File: src/link_pkg.sv
// constants, carriers and state types for the handshaked half-duplex serial link slave
package link_pkg;
  localparam int ADR_W = 4;
  // register byte offsets
  localparam logic [ADR_W-1:0] OFS_CTRL = 4'h0;
  localparam logic [ADR_W-1:0] OFS_DATA = 4'h4;
  localparam logic [ADR_W-1:0] OFS_STAT = 4'h8;
  // control register fields
  localparam int BIT_DONE = 7;
  localparam int BIT_WOR = 3;
  localparam int BIT_ARM = 2;
  // status register fields
  localparam int BIT_ERR = 0;
  localparam int BIT_TALK = 1;
  localparam int PH_LSB = 2;
  localparam int CNT_LSB = 8;
  // frame control bytes
  localparam logic [7:0] CMD_LISTEN = 8'h01;
  localparam logic [7:0] CMD_TALK = 8'h02;
  // reset values, bit and count limits and steps
  localparam logic [7:0] BYTE_RST = 8'h00;
  localparam logic [7:0] BYTE_ONES = 8'hff;
  localparam logic [2:0] BIT_LAST = 3'h7;
  localparam logic [2:0] BIT_FIRST = 3'h0;
  localparam logic [2:0] BIT_STEP = 3'h1;
  localparam logic [7:0] CNT_STEP = 8'h01;
  localparam logic [31:0] WORD_ZERO = 32'h0000_0000;
  // fastest serial clock allowed to the master, in kHz; nothing in the port checks it
  localparam int SCK_MAX_KHZ = 125;

  typedef struct packed {
    logic cyc;
    logic stb;
    logic we;
    logic [3:0] sel;
    logic [ADR_W-1:0] adr;
    logic [31:0] dat;
  } wb_req_t;

  // one open-drain pin: level driven and active-low enable
  typedef struct packed {
    logic level;
    logic oeN;
  } od_pin_t;

  typedef enum logic [5:0] {
    ST_INIT = 6'h01,
    ST_IDLE = 6'h02,
    ST_CLAMP = 6'h04,
    ST_LOAD = 6'h08,
    ST_SHIFT = 6'h10,
    ST_DONE = 6'h20
  } link_state_t;

  typedef enum logic [2:0] {
    PH_CMD = 3'h1,
    PH_COUNT = 3'h2,
    PH_DATA = 3'h4
  } frame_phase_t;
endpackage

File: src/link_slave.sv
// clock-slave end of the handshaked half-duplex serial link, with a wishbone register port
// How it works
// RL1: both ends drive lines open-drain only; the slave drives data high when the open-drain bit is clear
// RL2: open-drain enable bit gates data drive
// RL3: clock idles low, launch rise, sample fall
// RL4: master shifts eight bits, at most 125kHz; the bench master clocks with a 320 ns period
// RL5: msb first; capture each bit on fall
// RL6: transmitter releases data high after last bit
// RL7: slave restores data high after sending
// RL8: slave-select pin is an output, never input; the code keeps it an input until the clock line is seen low
// RL9: slave clamps data; master toggles clock
// RL10: full handshake precedes every byte
// RL11: master loads all ones before receiving
// RL12: master clocks every byte in both directions
// RL13: one done flag, bit 7, both directions
// RL14: writing zero to done flag clears it
// RL15: master clears flag by status then data; the master model clears it at once
// RL16: readback mismatch flags line contention
// RL17: pins inputs until clock line seen low
// RL18: master picks direction; sender announces length
// RL19: first master byte is a control byte
// RL20: listen: count then that many bytes in
// RL21: talk control byte has value 2
// RL22: talk: slave sends count then data
// RL23: clock released, data clamped, clock low
// RL24: on clock low load, enable, unclamp
// RL25: slave disables its port after each byte
// RL26: listen control byte has value 1
// RL27: both lines pulled up externally
//
// The Wishbone register port and the placing of the registers were decided locally.
`timescale 1ns/1ns
module link_slave
  import link_pkg::*;
(
  // clock and reset
  input wire logic clk,
  input wire logic rst,
  // wishbone slave
  input wire wb_req_t wbReq,
  output logic wbAck,
  output logic [31:0] wbDatOut,
  // serial clock line, read only
  input wire logic sckIn,
  // shared data line
  input wire logic sdaIn,
  output od_pin_t sdaPin,
  // unused slave-select pin
  output od_pin_t ssPin
);
  function automatic logic hitOfs(input logic [ADR_W-1:0] adr, input logic [ADR_W-1:0] ofs);
    hitOfs = (adr == ofs);
  endfunction

  link_state_t state_r, state_nxt;
  frame_phase_t phase_r;
  logic sckMeta_r, sckSync_r, sckPrev_r;
  logic sdaMeta_r, sdaSync_r;
  logic sckRise, sckFall;
  logic ack_r;
  logic [31:0] datOut_r;
  logic busWr, busRd;
  logic wiredOr_r, arm_r, done_r, err_r, talk_r;
  logic [7:0] txByte_r, rxByte_r, shift_r, remain_r;
  logic [2:0] bitCnt_r;
  logic txMode;
  od_pin_t sda_r, ss_r;

  // synchronisers for the pins
  always_ff @(posedge clk or posedge rst) begin
    if (rst) begin
      sckMeta_r <= 1'b1; // [RL27]
      sckSync_r <= 1'b1;
      sckPrev_r <= 1'b1;
      sdaMeta_r <= 1'b1;
      sdaSync_r <= 1'b1;
    end else begin
      sckMeta_r <= sckIn;
      sckSync_r <= sckMeta_r;
      sckPrev_r <= sckSync_r;
      sdaMeta_r <= sdaIn;
      sdaSync_r <= sdaMeta_r;
    end
  end

  assign sckRise = sckSync_r & ~sckPrev_r;
  assign sckFall = ~sckSync_r & sckPrev_r;
  assign txMode = talk_r & (phase_r != PH_CMD);

  // wishbone: one wait state, ack for a single cycle
  assign busWr = wbReq.cyc & wbReq.stb & wbReq.we & ~ack_r & wbReq.sel[0];
  assign busRd = wbReq.cyc & wbReq.stb & ~wbReq.we & ~ack_r;

  always_ff @(posedge clk or posedge rst) begin
    if (rst) begin
      ack_r <= 1'b0;
    end else begin
      ack_r <= wbReq.cyc & wbReq.stb & ~ack_r;
    end
  end

  always_ff @(posedge clk or posedge rst) begin
    if (rst) begin
      datOut_r <= WORD_ZERO;
    end else if (busRd) begin
      datOut_r <= WORD_ZERO;
      if (hitOfs(wbReq.adr, OFS_CTRL)) begin
        datOut_r[BIT_DONE] <= done_r;
        datOut_r[BIT_WOR] <= wiredOr_r;
        datOut_r[BIT_ARM] <= arm_r;
      end else if (hitOfs(wbReq.adr, OFS_DATA)) begin
        datOut_r[7:0] <= rxByte_r;
      end else if (hitOfs(wbReq.adr, OFS_STAT)) begin
        datOut_r[BIT_ERR] <= err_r;
        datOut_r[BIT_TALK] <= talk_r;
        datOut_r[PH_LSB +: 3] <= phase_r;
        datOut_r[CNT_LSB +: 8] <= remain_r;
      end
    end
  end

  assign wbAck = ack_r;
  assign wbDatOut = datOut_r;

  // control register
  always_ff @(posedge clk or posedge rst) begin
    if (rst) begin
      wiredOr_r <= 1'b0;
    end else if (busWr && hitOfs(wbReq.adr, OFS_CTRL)) begin
      wiredOr_r <= wbReq.dat[BIT_WOR]; // [RL2]
    end
  end

  // arm asks for the next byte's handshake; software setting it wins over the clear
  always_ff @(posedge clk or posedge rst) begin
    if (rst) begin
      arm_r <= 1'b0;
    end else if (busWr && hitOfs(wbReq.adr, OFS_CTRL) && wbReq.dat[BIT_ARM]) begin
      arm_r <= 1'b1;
    end else if (state_r == ST_LOAD) begin
      arm_r <= 1'b0;
    end
  end

  // done flag: set by a completed byte, cleared by writing zero, set wins
  always_ff @(posedge clk or posedge rst) begin
    if (rst) begin
      done_r <= 1'b0;
    end else if (state_r == ST_DONE) begin
      done_r <= 1'b1; // [RL13]
    end else if (busWr && hitOfs(wbReq.adr, OFS_CTRL) && !wbReq.dat[BIT_DONE]) begin
      done_r <= 1'b0; // [RL14]
    end
  end

  // readback check after sending; cleared by writing zero to its status bit
  always_ff @(posedge clk or posedge rst) begin
    if (rst) begin
      err_r <= 1'b0;
    end else if (state_r == ST_DONE && txMode && shift_r != txByte_r) begin
      err_r <= 1'b1; // [RL16]
    end else if (busWr && hitOfs(wbReq.adr, OFS_STAT) && !wbReq.dat[BIT_ERR]) begin
      err_r <= 1'b0;
    end
  end

  always_ff @(posedge clk or posedge rst) begin
    if (rst) begin
      txByte_r <= BYTE_RST;
    end else if (busWr && hitOfs(wbReq.adr, OFS_DATA)) begin
      txByte_r <= wbReq.dat[7:0];
    end
  end

  // handshake and byte sequencer
  always_comb begin
    state_nxt = state_r;
    case (state_r)
      ST_INIT: begin
        if (!sckSync_r) begin
          state_nxt = ST_IDLE; // [RL17]
        end
      end
      ST_IDLE: begin
        if (arm_r && sckSync_r) begin
          state_nxt = ST_CLAMP; // [RL10] [RL23]
        end
      end
      ST_CLAMP: begin
        if (!sckSync_r) begin
          state_nxt = ST_LOAD; // [RL24]
        end
      end
      ST_LOAD: begin
        state_nxt = ST_SHIFT;
      end
      ST_SHIFT: begin
        if (sckFall && bitCnt_r == BIT_LAST) begin
          state_nxt = ST_DONE; // [RL5]
        end
      end
      ST_DONE: begin
        state_nxt = ST_IDLE;
      end
      default: begin
        state_nxt = ST_INIT;
      end
    endcase
  end

  always_ff @(posedge clk or posedge rst) begin
    if (rst) begin
      state_r <= ST_INIT;
    end else begin
      state_r <= state_nxt;
    end
  end

  // shift register: load on handshake, sample on the falling clock edge
  always_ff @(posedge clk or posedge rst) begin
    if (rst) begin
      shift_r <= BYTE_ONES;
      bitCnt_r <= BIT_FIRST;
    end else if (state_r == ST_LOAD) begin
      shift_r <= txMode ? txByte_r : BYTE_ONES; // [RL24]
      bitCnt_r <= BIT_FIRST;
    end else if (state_r == ST_SHIFT && sckFall) begin
      shift_r <= {shift_r[6:0], sdaSync_r}; // [RL3] [RL5]
      bitCnt_r <= bitCnt_r + BIT_STEP;
    end
  end

  always_ff @(posedge clk or posedge rst) begin
    if (rst) begin
      rxByte_r <= BYTE_RST;
    end else if (state_r == ST_DONE) begin
      rxByte_r <= shift_r;
    end
  end

  // data pin: clamp during handshake, drive bits on rising edges, release otherwise
  always_ff @(posedge clk or posedge rst) begin
    if (rst) begin
      sda_r <= '{level: 1'b1, oeN: 1'b1};
    end else begin
      case (state_r)
        ST_CLAMP: begin
          sda_r <= '{level: 1'b0, oeN: 1'b0}; // [RL9] [RL23]
        end
        ST_SHIFT: begin
          if (sckRise && txMode) begin
            sda_r.level <= shift_r[7]; // [RL3] [RL5]
            sda_r.oeN <= shift_r[7] & wiredOr_r; // [RL1] [RL2]
          end
        end
        default: begin
          sda_r <= '{level: 1'b1, oeN: 1'b1}; // [RL6] [RL7] [RL25] [RL17]
        end
      endcase
    end
  end

  // slave-select pin left as input during start-up, then an output held high
  always_ff @(posedge clk or posedge rst) begin
    if (rst) begin
      ss_r <= '{level: 1'b1, oeN: 1'b1};
    end else if (state_r != ST_INIT) begin
      ss_r <= '{level: 1'b1, oeN: 1'b0}; // [RL8]
    end
  end

  assign sdaPin = sda_r;
  assign ssPin = ss_r;

  // frame tracking: control byte, count, then the data stream
  always_ff @(posedge clk or posedge rst) begin
    if (rst) begin
      phase_r <= PH_CMD;
      talk_r <= 1'b0;
      remain_r <= BYTE_RST;
    end else if (state_r == ST_DONE) begin
      case (phase_r)
        PH_CMD: begin
          if (shift_r == CMD_LISTEN) begin
            phase_r <= PH_COUNT; // [RL19] [RL26]
            talk_r <= 1'b0; // [RL20]
          end else if (shift_r == CMD_TALK) begin
            phase_r <= PH_COUNT; // [RL21]
            talk_r <= 1'b1; // [RL22]
          end
        end
        PH_COUNT: begin
          remain_r <= shift_r; // [RL18]
          if (shift_r == BYTE_RST) begin
            phase_r <= PH_CMD;
            talk_r <= 1'b0;
          end else begin
            phase_r <= PH_DATA;
          end
        end
        PH_DATA: begin
          remain_r <= remain_r - CNT_STEP;
          if (remain_r == CNT_STEP) begin
            phase_r <= PH_CMD; // [RL20] [RL22]
            talk_r <= 1'b0;
          end
        end
        default: begin
          phase_r <= PH_CMD;
        end
      endcase
    end
  end
endmodule

File: config.mk
export PLATFORM = sky130hd
export DESIGN_NAME = link_slave
export DESIGN_NICKNAME = d
export VERILOG_FILES = /design/src/link_pkg.sv /design/src/link_slave.sv
export SDC_FILE = /design/constraint.sdc
export NUM_CORES = 1
export LEC_CHECK = 0
export BUFFER_PORTS_ARGS = -buffer_cell sky130_fd_sc_hd__buf_2
export CAP_MARGIN = 10
export CORE_UTILIZATION = 49
export CTS_CLUSTER_DIAMETER = 80
export DETAILED_ROUTE_END_ITERATION = 7
export PLACE_DENSITY = 0.72
export SYNTH_ARGS = -nofsm -noshare
export SYNTH_HDL_FRONTEND = slang
export SYNTH_SLANG_ARGS = --single-unit
File: constraint.sdc
create_clock -name clk -period 2.2 [get_ports clk]
set_input_delay 0.33 -clock clk [delete_from_list [all_inputs] [get_ports clk]]
set_output_delay 0.33 -clock clk [all_outputs]
set_load 0.01 [all_outputs]
---- Yosys cells after proc, flatten, opt, wreduce, memory -nomap -nowiden ----
Cells that the tools add are included.
cells by class
  bitwise gates (word level) .............. 15
  reductions and logical operators ........ 26
  muxes and demuxes ....................... 39
  equal/unequal tests ..................... 26
  add/subtract/negate cells ............... 2
operators by type and width
  cell                   count
  $mux W8                6
  $pmux W6 S6            1
  $mux W3                8
  $mux W6                4
  $eq A8 B1 Y1 const B   2
  $pmux W8 S2            1
  $logic_and A1 B1 Y1    12
  $ne A2 B2 Y1 const B   6
  $and A1 B1 Y1          11
  $mux W1                11
  $mux W5                2
  $reduce_bool A2 Y1     5
  $pmux W3 S3            1
  $eq A8 B2 Y1 const B   1
  $logic_not A8 Y1       1
  $ne A8 B8 Y1           1
  $sub A8 B1 Y8 const B  1
  $eq A3 B3 Y1 const B   2
  $eq A6 B1 Y1 const B   1
  $eq A6 B2 Y1 const B   1
  $eq A6 B3 Y1 const B   1
  $eq A6 B4 Y1 const B   1
  $eq A6 B5 Y1 const B   1
  $eq A6 B6 Y1 const B   1
  20 further kinds       26
word-level totals
  bits in registers ....................... 74
  input bits .............................. 47

---- Depth between registers and ports, before layout ----
  depth after elaboration ................. 8
  depth in mapped cells ................... 8
  mapped depth without buffers ............ 7

---- Least setup slack after synthesis ----
Ideal clock, no wire load.
  path kind ............................... flip-flop to flip-flop
  from .................................... register state_r[2]
  to ...................................... register talk_r
  data arrival time ....................... 2192 ps
  buffers on the path ..................... 2
  slack ................................... -117 ps
  cell stages (with the launch flop) ...... 8
  library setup time ...................... 125 ps
  path through ............................ dfrtp_1 > buf_6 > or4_1 > clkbuf_2 > or3b_4 > a221oi_4 > o211ai_2 > mux2_4
between the ends
  cells in the longest elaborated chain, start to end .. 2
ends and longest elaborated chain
  item                                line               RTL
  from (decl)                         link_slave.sv:55   link_state_t state_r, state_nxt;
  from (signal assigned)              link_slave.sv:215  state_r <= state_nxt;
  $eq A6 B6 Y1                        link_slave.sv:281  end else if (state_r == ST_DONE) begin
  $reduce_and A5 Y1 (no source line)  -
  to (signal assigned)                link_slave.sv:279  talk_r <= 1'b0;
  to (signal assigned)                link_slave.sv:286  talk_r <= 1'b0;
  to (signal assigned)                link_slave.sv:289  talk_r <= 1'b1;
  to (decl)                           link_slave.sv:63   logic wiredOr_r, arm_r, done_r, err_r, talk_r;
No other way between the ends.
A chain may end at the register's enable or synchronous reset.

---- Worst setup path in the final report ----
  from .................................... register state_r[0]
  to ...................................... register talk_r
The elaborated chain is that of the path after synthesis.

==> results.cfg <==
[status]
status = finished clean

[logic_synthesis]
yosysWarnings = 0
synth_mux_area_frac = 0.0508
synth_area_per_cell_um2 = 9.44
synth_ff_type = dfrtp_1
synthTopCellsByArea = dfrtp_1 (38%), dfstp_2 (13%), nand2_1 (7.9%)
synth_top_area_cell = dfrtp_1
yosysSeqAreaShare = 0.504
synthArstFlopShare = 1.00
synthCells = 394
synth-xor-area-share = 0.0259
synth_edf_count = 0
synth_top_family_by_area = simple AND/OR/NAND/NOR gates
synthSimpleGateAreaFrac = 0.212
synthAdderAreaFrac = 0.0134
synth-compound-area-share = 0.131
synthDistinctLibCells = 51
synth_top_area_share = 0.377
ys_seq_elements = 74
syn-cell-area_um2 = 3720

[worst_setup_path]
critPathLaunch = state_r[0]
critical_path.max_fanout = 4
critical-path-max-stage-delay_ps = 530
end_kind = flip-flop
worstPathArrival_ps = 2400
crit_buf_inv = 0
worstPathCellList = or4_4 -> or3b_4 -> a221oi_4 -> o211ai_2 -> mux2_4
crit_family = simple AND/OR/NAND/NOR gates
crit-reg2reg-launch = state_r[0]
critPathRequiredTime_ps = 2440
critPathSlowestCell = or4_4
worstSetupStartpointType = flip-flop
path_class = reg -> reg

[floorplan]
pin_count = 84
initial_core_util = 0.510
coreArea_um2 = 7290
dieArea_um2 = 7950
fp.dieW_um = 89.1
die_h_um = 89.1
fp-row-count = 31

[clock_network]
cts_tree = yes
holdBufCountCts = 0
clock_path_buffers = 2
clkTransAtPathRegs_ps = 80
root_buffer = clkbuf_8
htree_levels = 3
clock_sinks = 74
insertion_delay_ps = 350
cts_buffers = 9

[placed_design]
post-place-ws_ps = -4.26
gp_congestion = 0.876
dp_hpwl_um = 5490
io_buffer_count = 39
dp_cells = 531
placed_cell_area_um2 = 4060

[global_routing]
grt_antenna_before_repair = 0
gr-total-overflow = 0
grtUsageTotal = 0.221
grt_pass1_wl_um = 13100
grt_max_degree = 75
grt_pass1_vias = 2701

[timing]
slew_violations = 0
period_share = 0.983
fin_hold_ws_ps = 46.9
post-route-min-period_ps = 2160
finClkSkew_ps = 8.98
grt_setup_unrepaired = yes
setup_viol = 0
max_freq_mhz = 462
final-hold-violation-count = 0
worst_slack_ps = 36.7

[cells_and_area]
fillCellCount = 681
syn2layout_area_growth_pct = 14.3
antennaDiodeCount = 0
fin_nets = 495
final_cell_area_um2 = 4250
layout-drive-gt1-share = 0.254
finalNonFillerCells = 548

[flow_run]
max_cap_violations = 0

[drt]
wl_per_cell_um = 14.6
ant_nets = 0
wirelength_um = 7980
drcViolationCount = 0
first_pass_iters = 4
via_count = 2903
via_per_inst = 5.30
first_iter_violations = 199

[power]
cellPowerDensity_nw_per_um2 = 885
ir_drop_v = 0.000488
total_leakage_power_nw = 2.00

[hold_path]
min_path_type = in -> async
worst min-delay path: stages:
cell	delay, ps
buf_2	100
inv_2	60
buf_12	330
synth_stat cells (all sizes together), types with 3 or more instances:
master / instances
mux2: 12
o21ai: 37
nand3: 8
nor3b: 4
a31oi: 5
or2: 3
xnor2: 9
buf: 20
nor3: 5
nand2b: 9
dfstp: 18
o31ai: 4
a22oi: 6
and2: 5
nor4: 6
nor2: 30
or4: 3
a21oi: 15
nand3b: 4
inv: 5
dfrtp: 56
ha: 4
nand2: 78
clkbuf: 16
mux2i: 5
sequential cells by signal, summed over array words and instances, names as in the netlist:
name       cells
sdaPin         2
state_r        6
done_r         1
wbAck          1
err_r          1
wbDatOut      16
txByte_r       8
sckSync_r      1
phase_r        3
arm_r          1
sckPrev_r      1
ssPin          1
talk_r         1
sdaMeta_r      1
sckMeta_r      1
bitCnt_r       3
wiredOr_r      1
remain_r       8
rxByte_r       8
shift_r        8
sdaSync_r      1
power breakdown:
| part | leakage (nW) | internal [mW] | switching (mW) | total [mW] |
|---|---|---|---|---|
| clock network | 0.0933 | 0.523 | 0.504 | 1.03 |
| registers | 0.951 | 1.57 | 0.123 | 1.69 |
| logic | 0.959 | 0.465 | 0.581 | 1.05 |
| total | 2.00 | 2.56 | 1.21 | 3.76 |
worst paths after layout:
path                                     to  slack, ps  cells past startpoint
worst min-delay path            rxByte_r[7]         50                      3
max in group asynchronous        shift_r[7]       1810                      3
worst max register to register       talk_r         40                      5
worst min register to register    sckSync_r        360                      0
min in group clk                  sckMeta_r         70                      1
worst max-delay path                 talk_r         40                      5
cell type report:
cell class	instances	area, um^2	area share
clock buffer	11	131	0.0309
clock inverter	5	56.3	0.0132
inverter	5	18.8	0.00441
multi-input combinational	294	1680	0.396
sequential	74	1870	0.441
tap	99	124	0.0291
timing repair buffer	60	365	0.0859
cells in the final DEF, fill, tap and decap left out, types with 3 or more instances in the layout:
cell	instances
clkbuf_8	9
mux2i_1	5
nor3b_1	3
o31ai_1	4
nand2b_1	9
conb_1	17
inv_1	4
a31oi_1	5
nand2_1	78
buf_2	39
o21ai_0	37
a22oi_1	6
nand3_1	8
xnor2_1	9
ha_1	4
buf_4	20
nor2_1	30
dfstp_2	18
mux2_2	11
nand3b_1	4
nor4_1	6
a21oi_1	15
and2_1	5
nor3_1	5
dfrtp_1	56
metrics by stage:
stage	utilization	power, mW	TNS, ps
2_1_floorplan	-	2.40	-263
3_3_place_gp	0.556	2.70	0
3_5_place_dp	0.556	2.73	-4.26
4_1_cts	0.583	3.76	0
6_report	0.583	3.76	0
5_1_grt	0.583	3.97	-28.6
layer usage:
layer / share of wire / wire length [um] / global-route usage
met1: 0.47 / 3740 / 0.295
met2: 0.47 / 3720 / 0.359
met3: 0.046 / 369 / 0.0360
met4: 0.018 / 146 / 0.0909
met5: 0 / 0 / 0
cells by family (layout without fill, tap and decap cells):
group | count (synthesis) | count (layout)
other | 2 | 17
AOI/OAI and AO/OA | 79 | 79
buffers and inverters | 41 | 81
adders and majority gates | 4 | 4
xor gates and xnor gates | 11 | 11
and+or+nand+nor | 166 | 166
DFF | 74 | 74
muxes | 17 | 17
what timing repair did:
item	4_1_cts	5_1_grt
gates resized for setup	0	1
setup endpoints to repair	1	1
buffers inserted	1	0
pin swaps	0	1
Note: power is estimated with default switching activity, not from simulation.
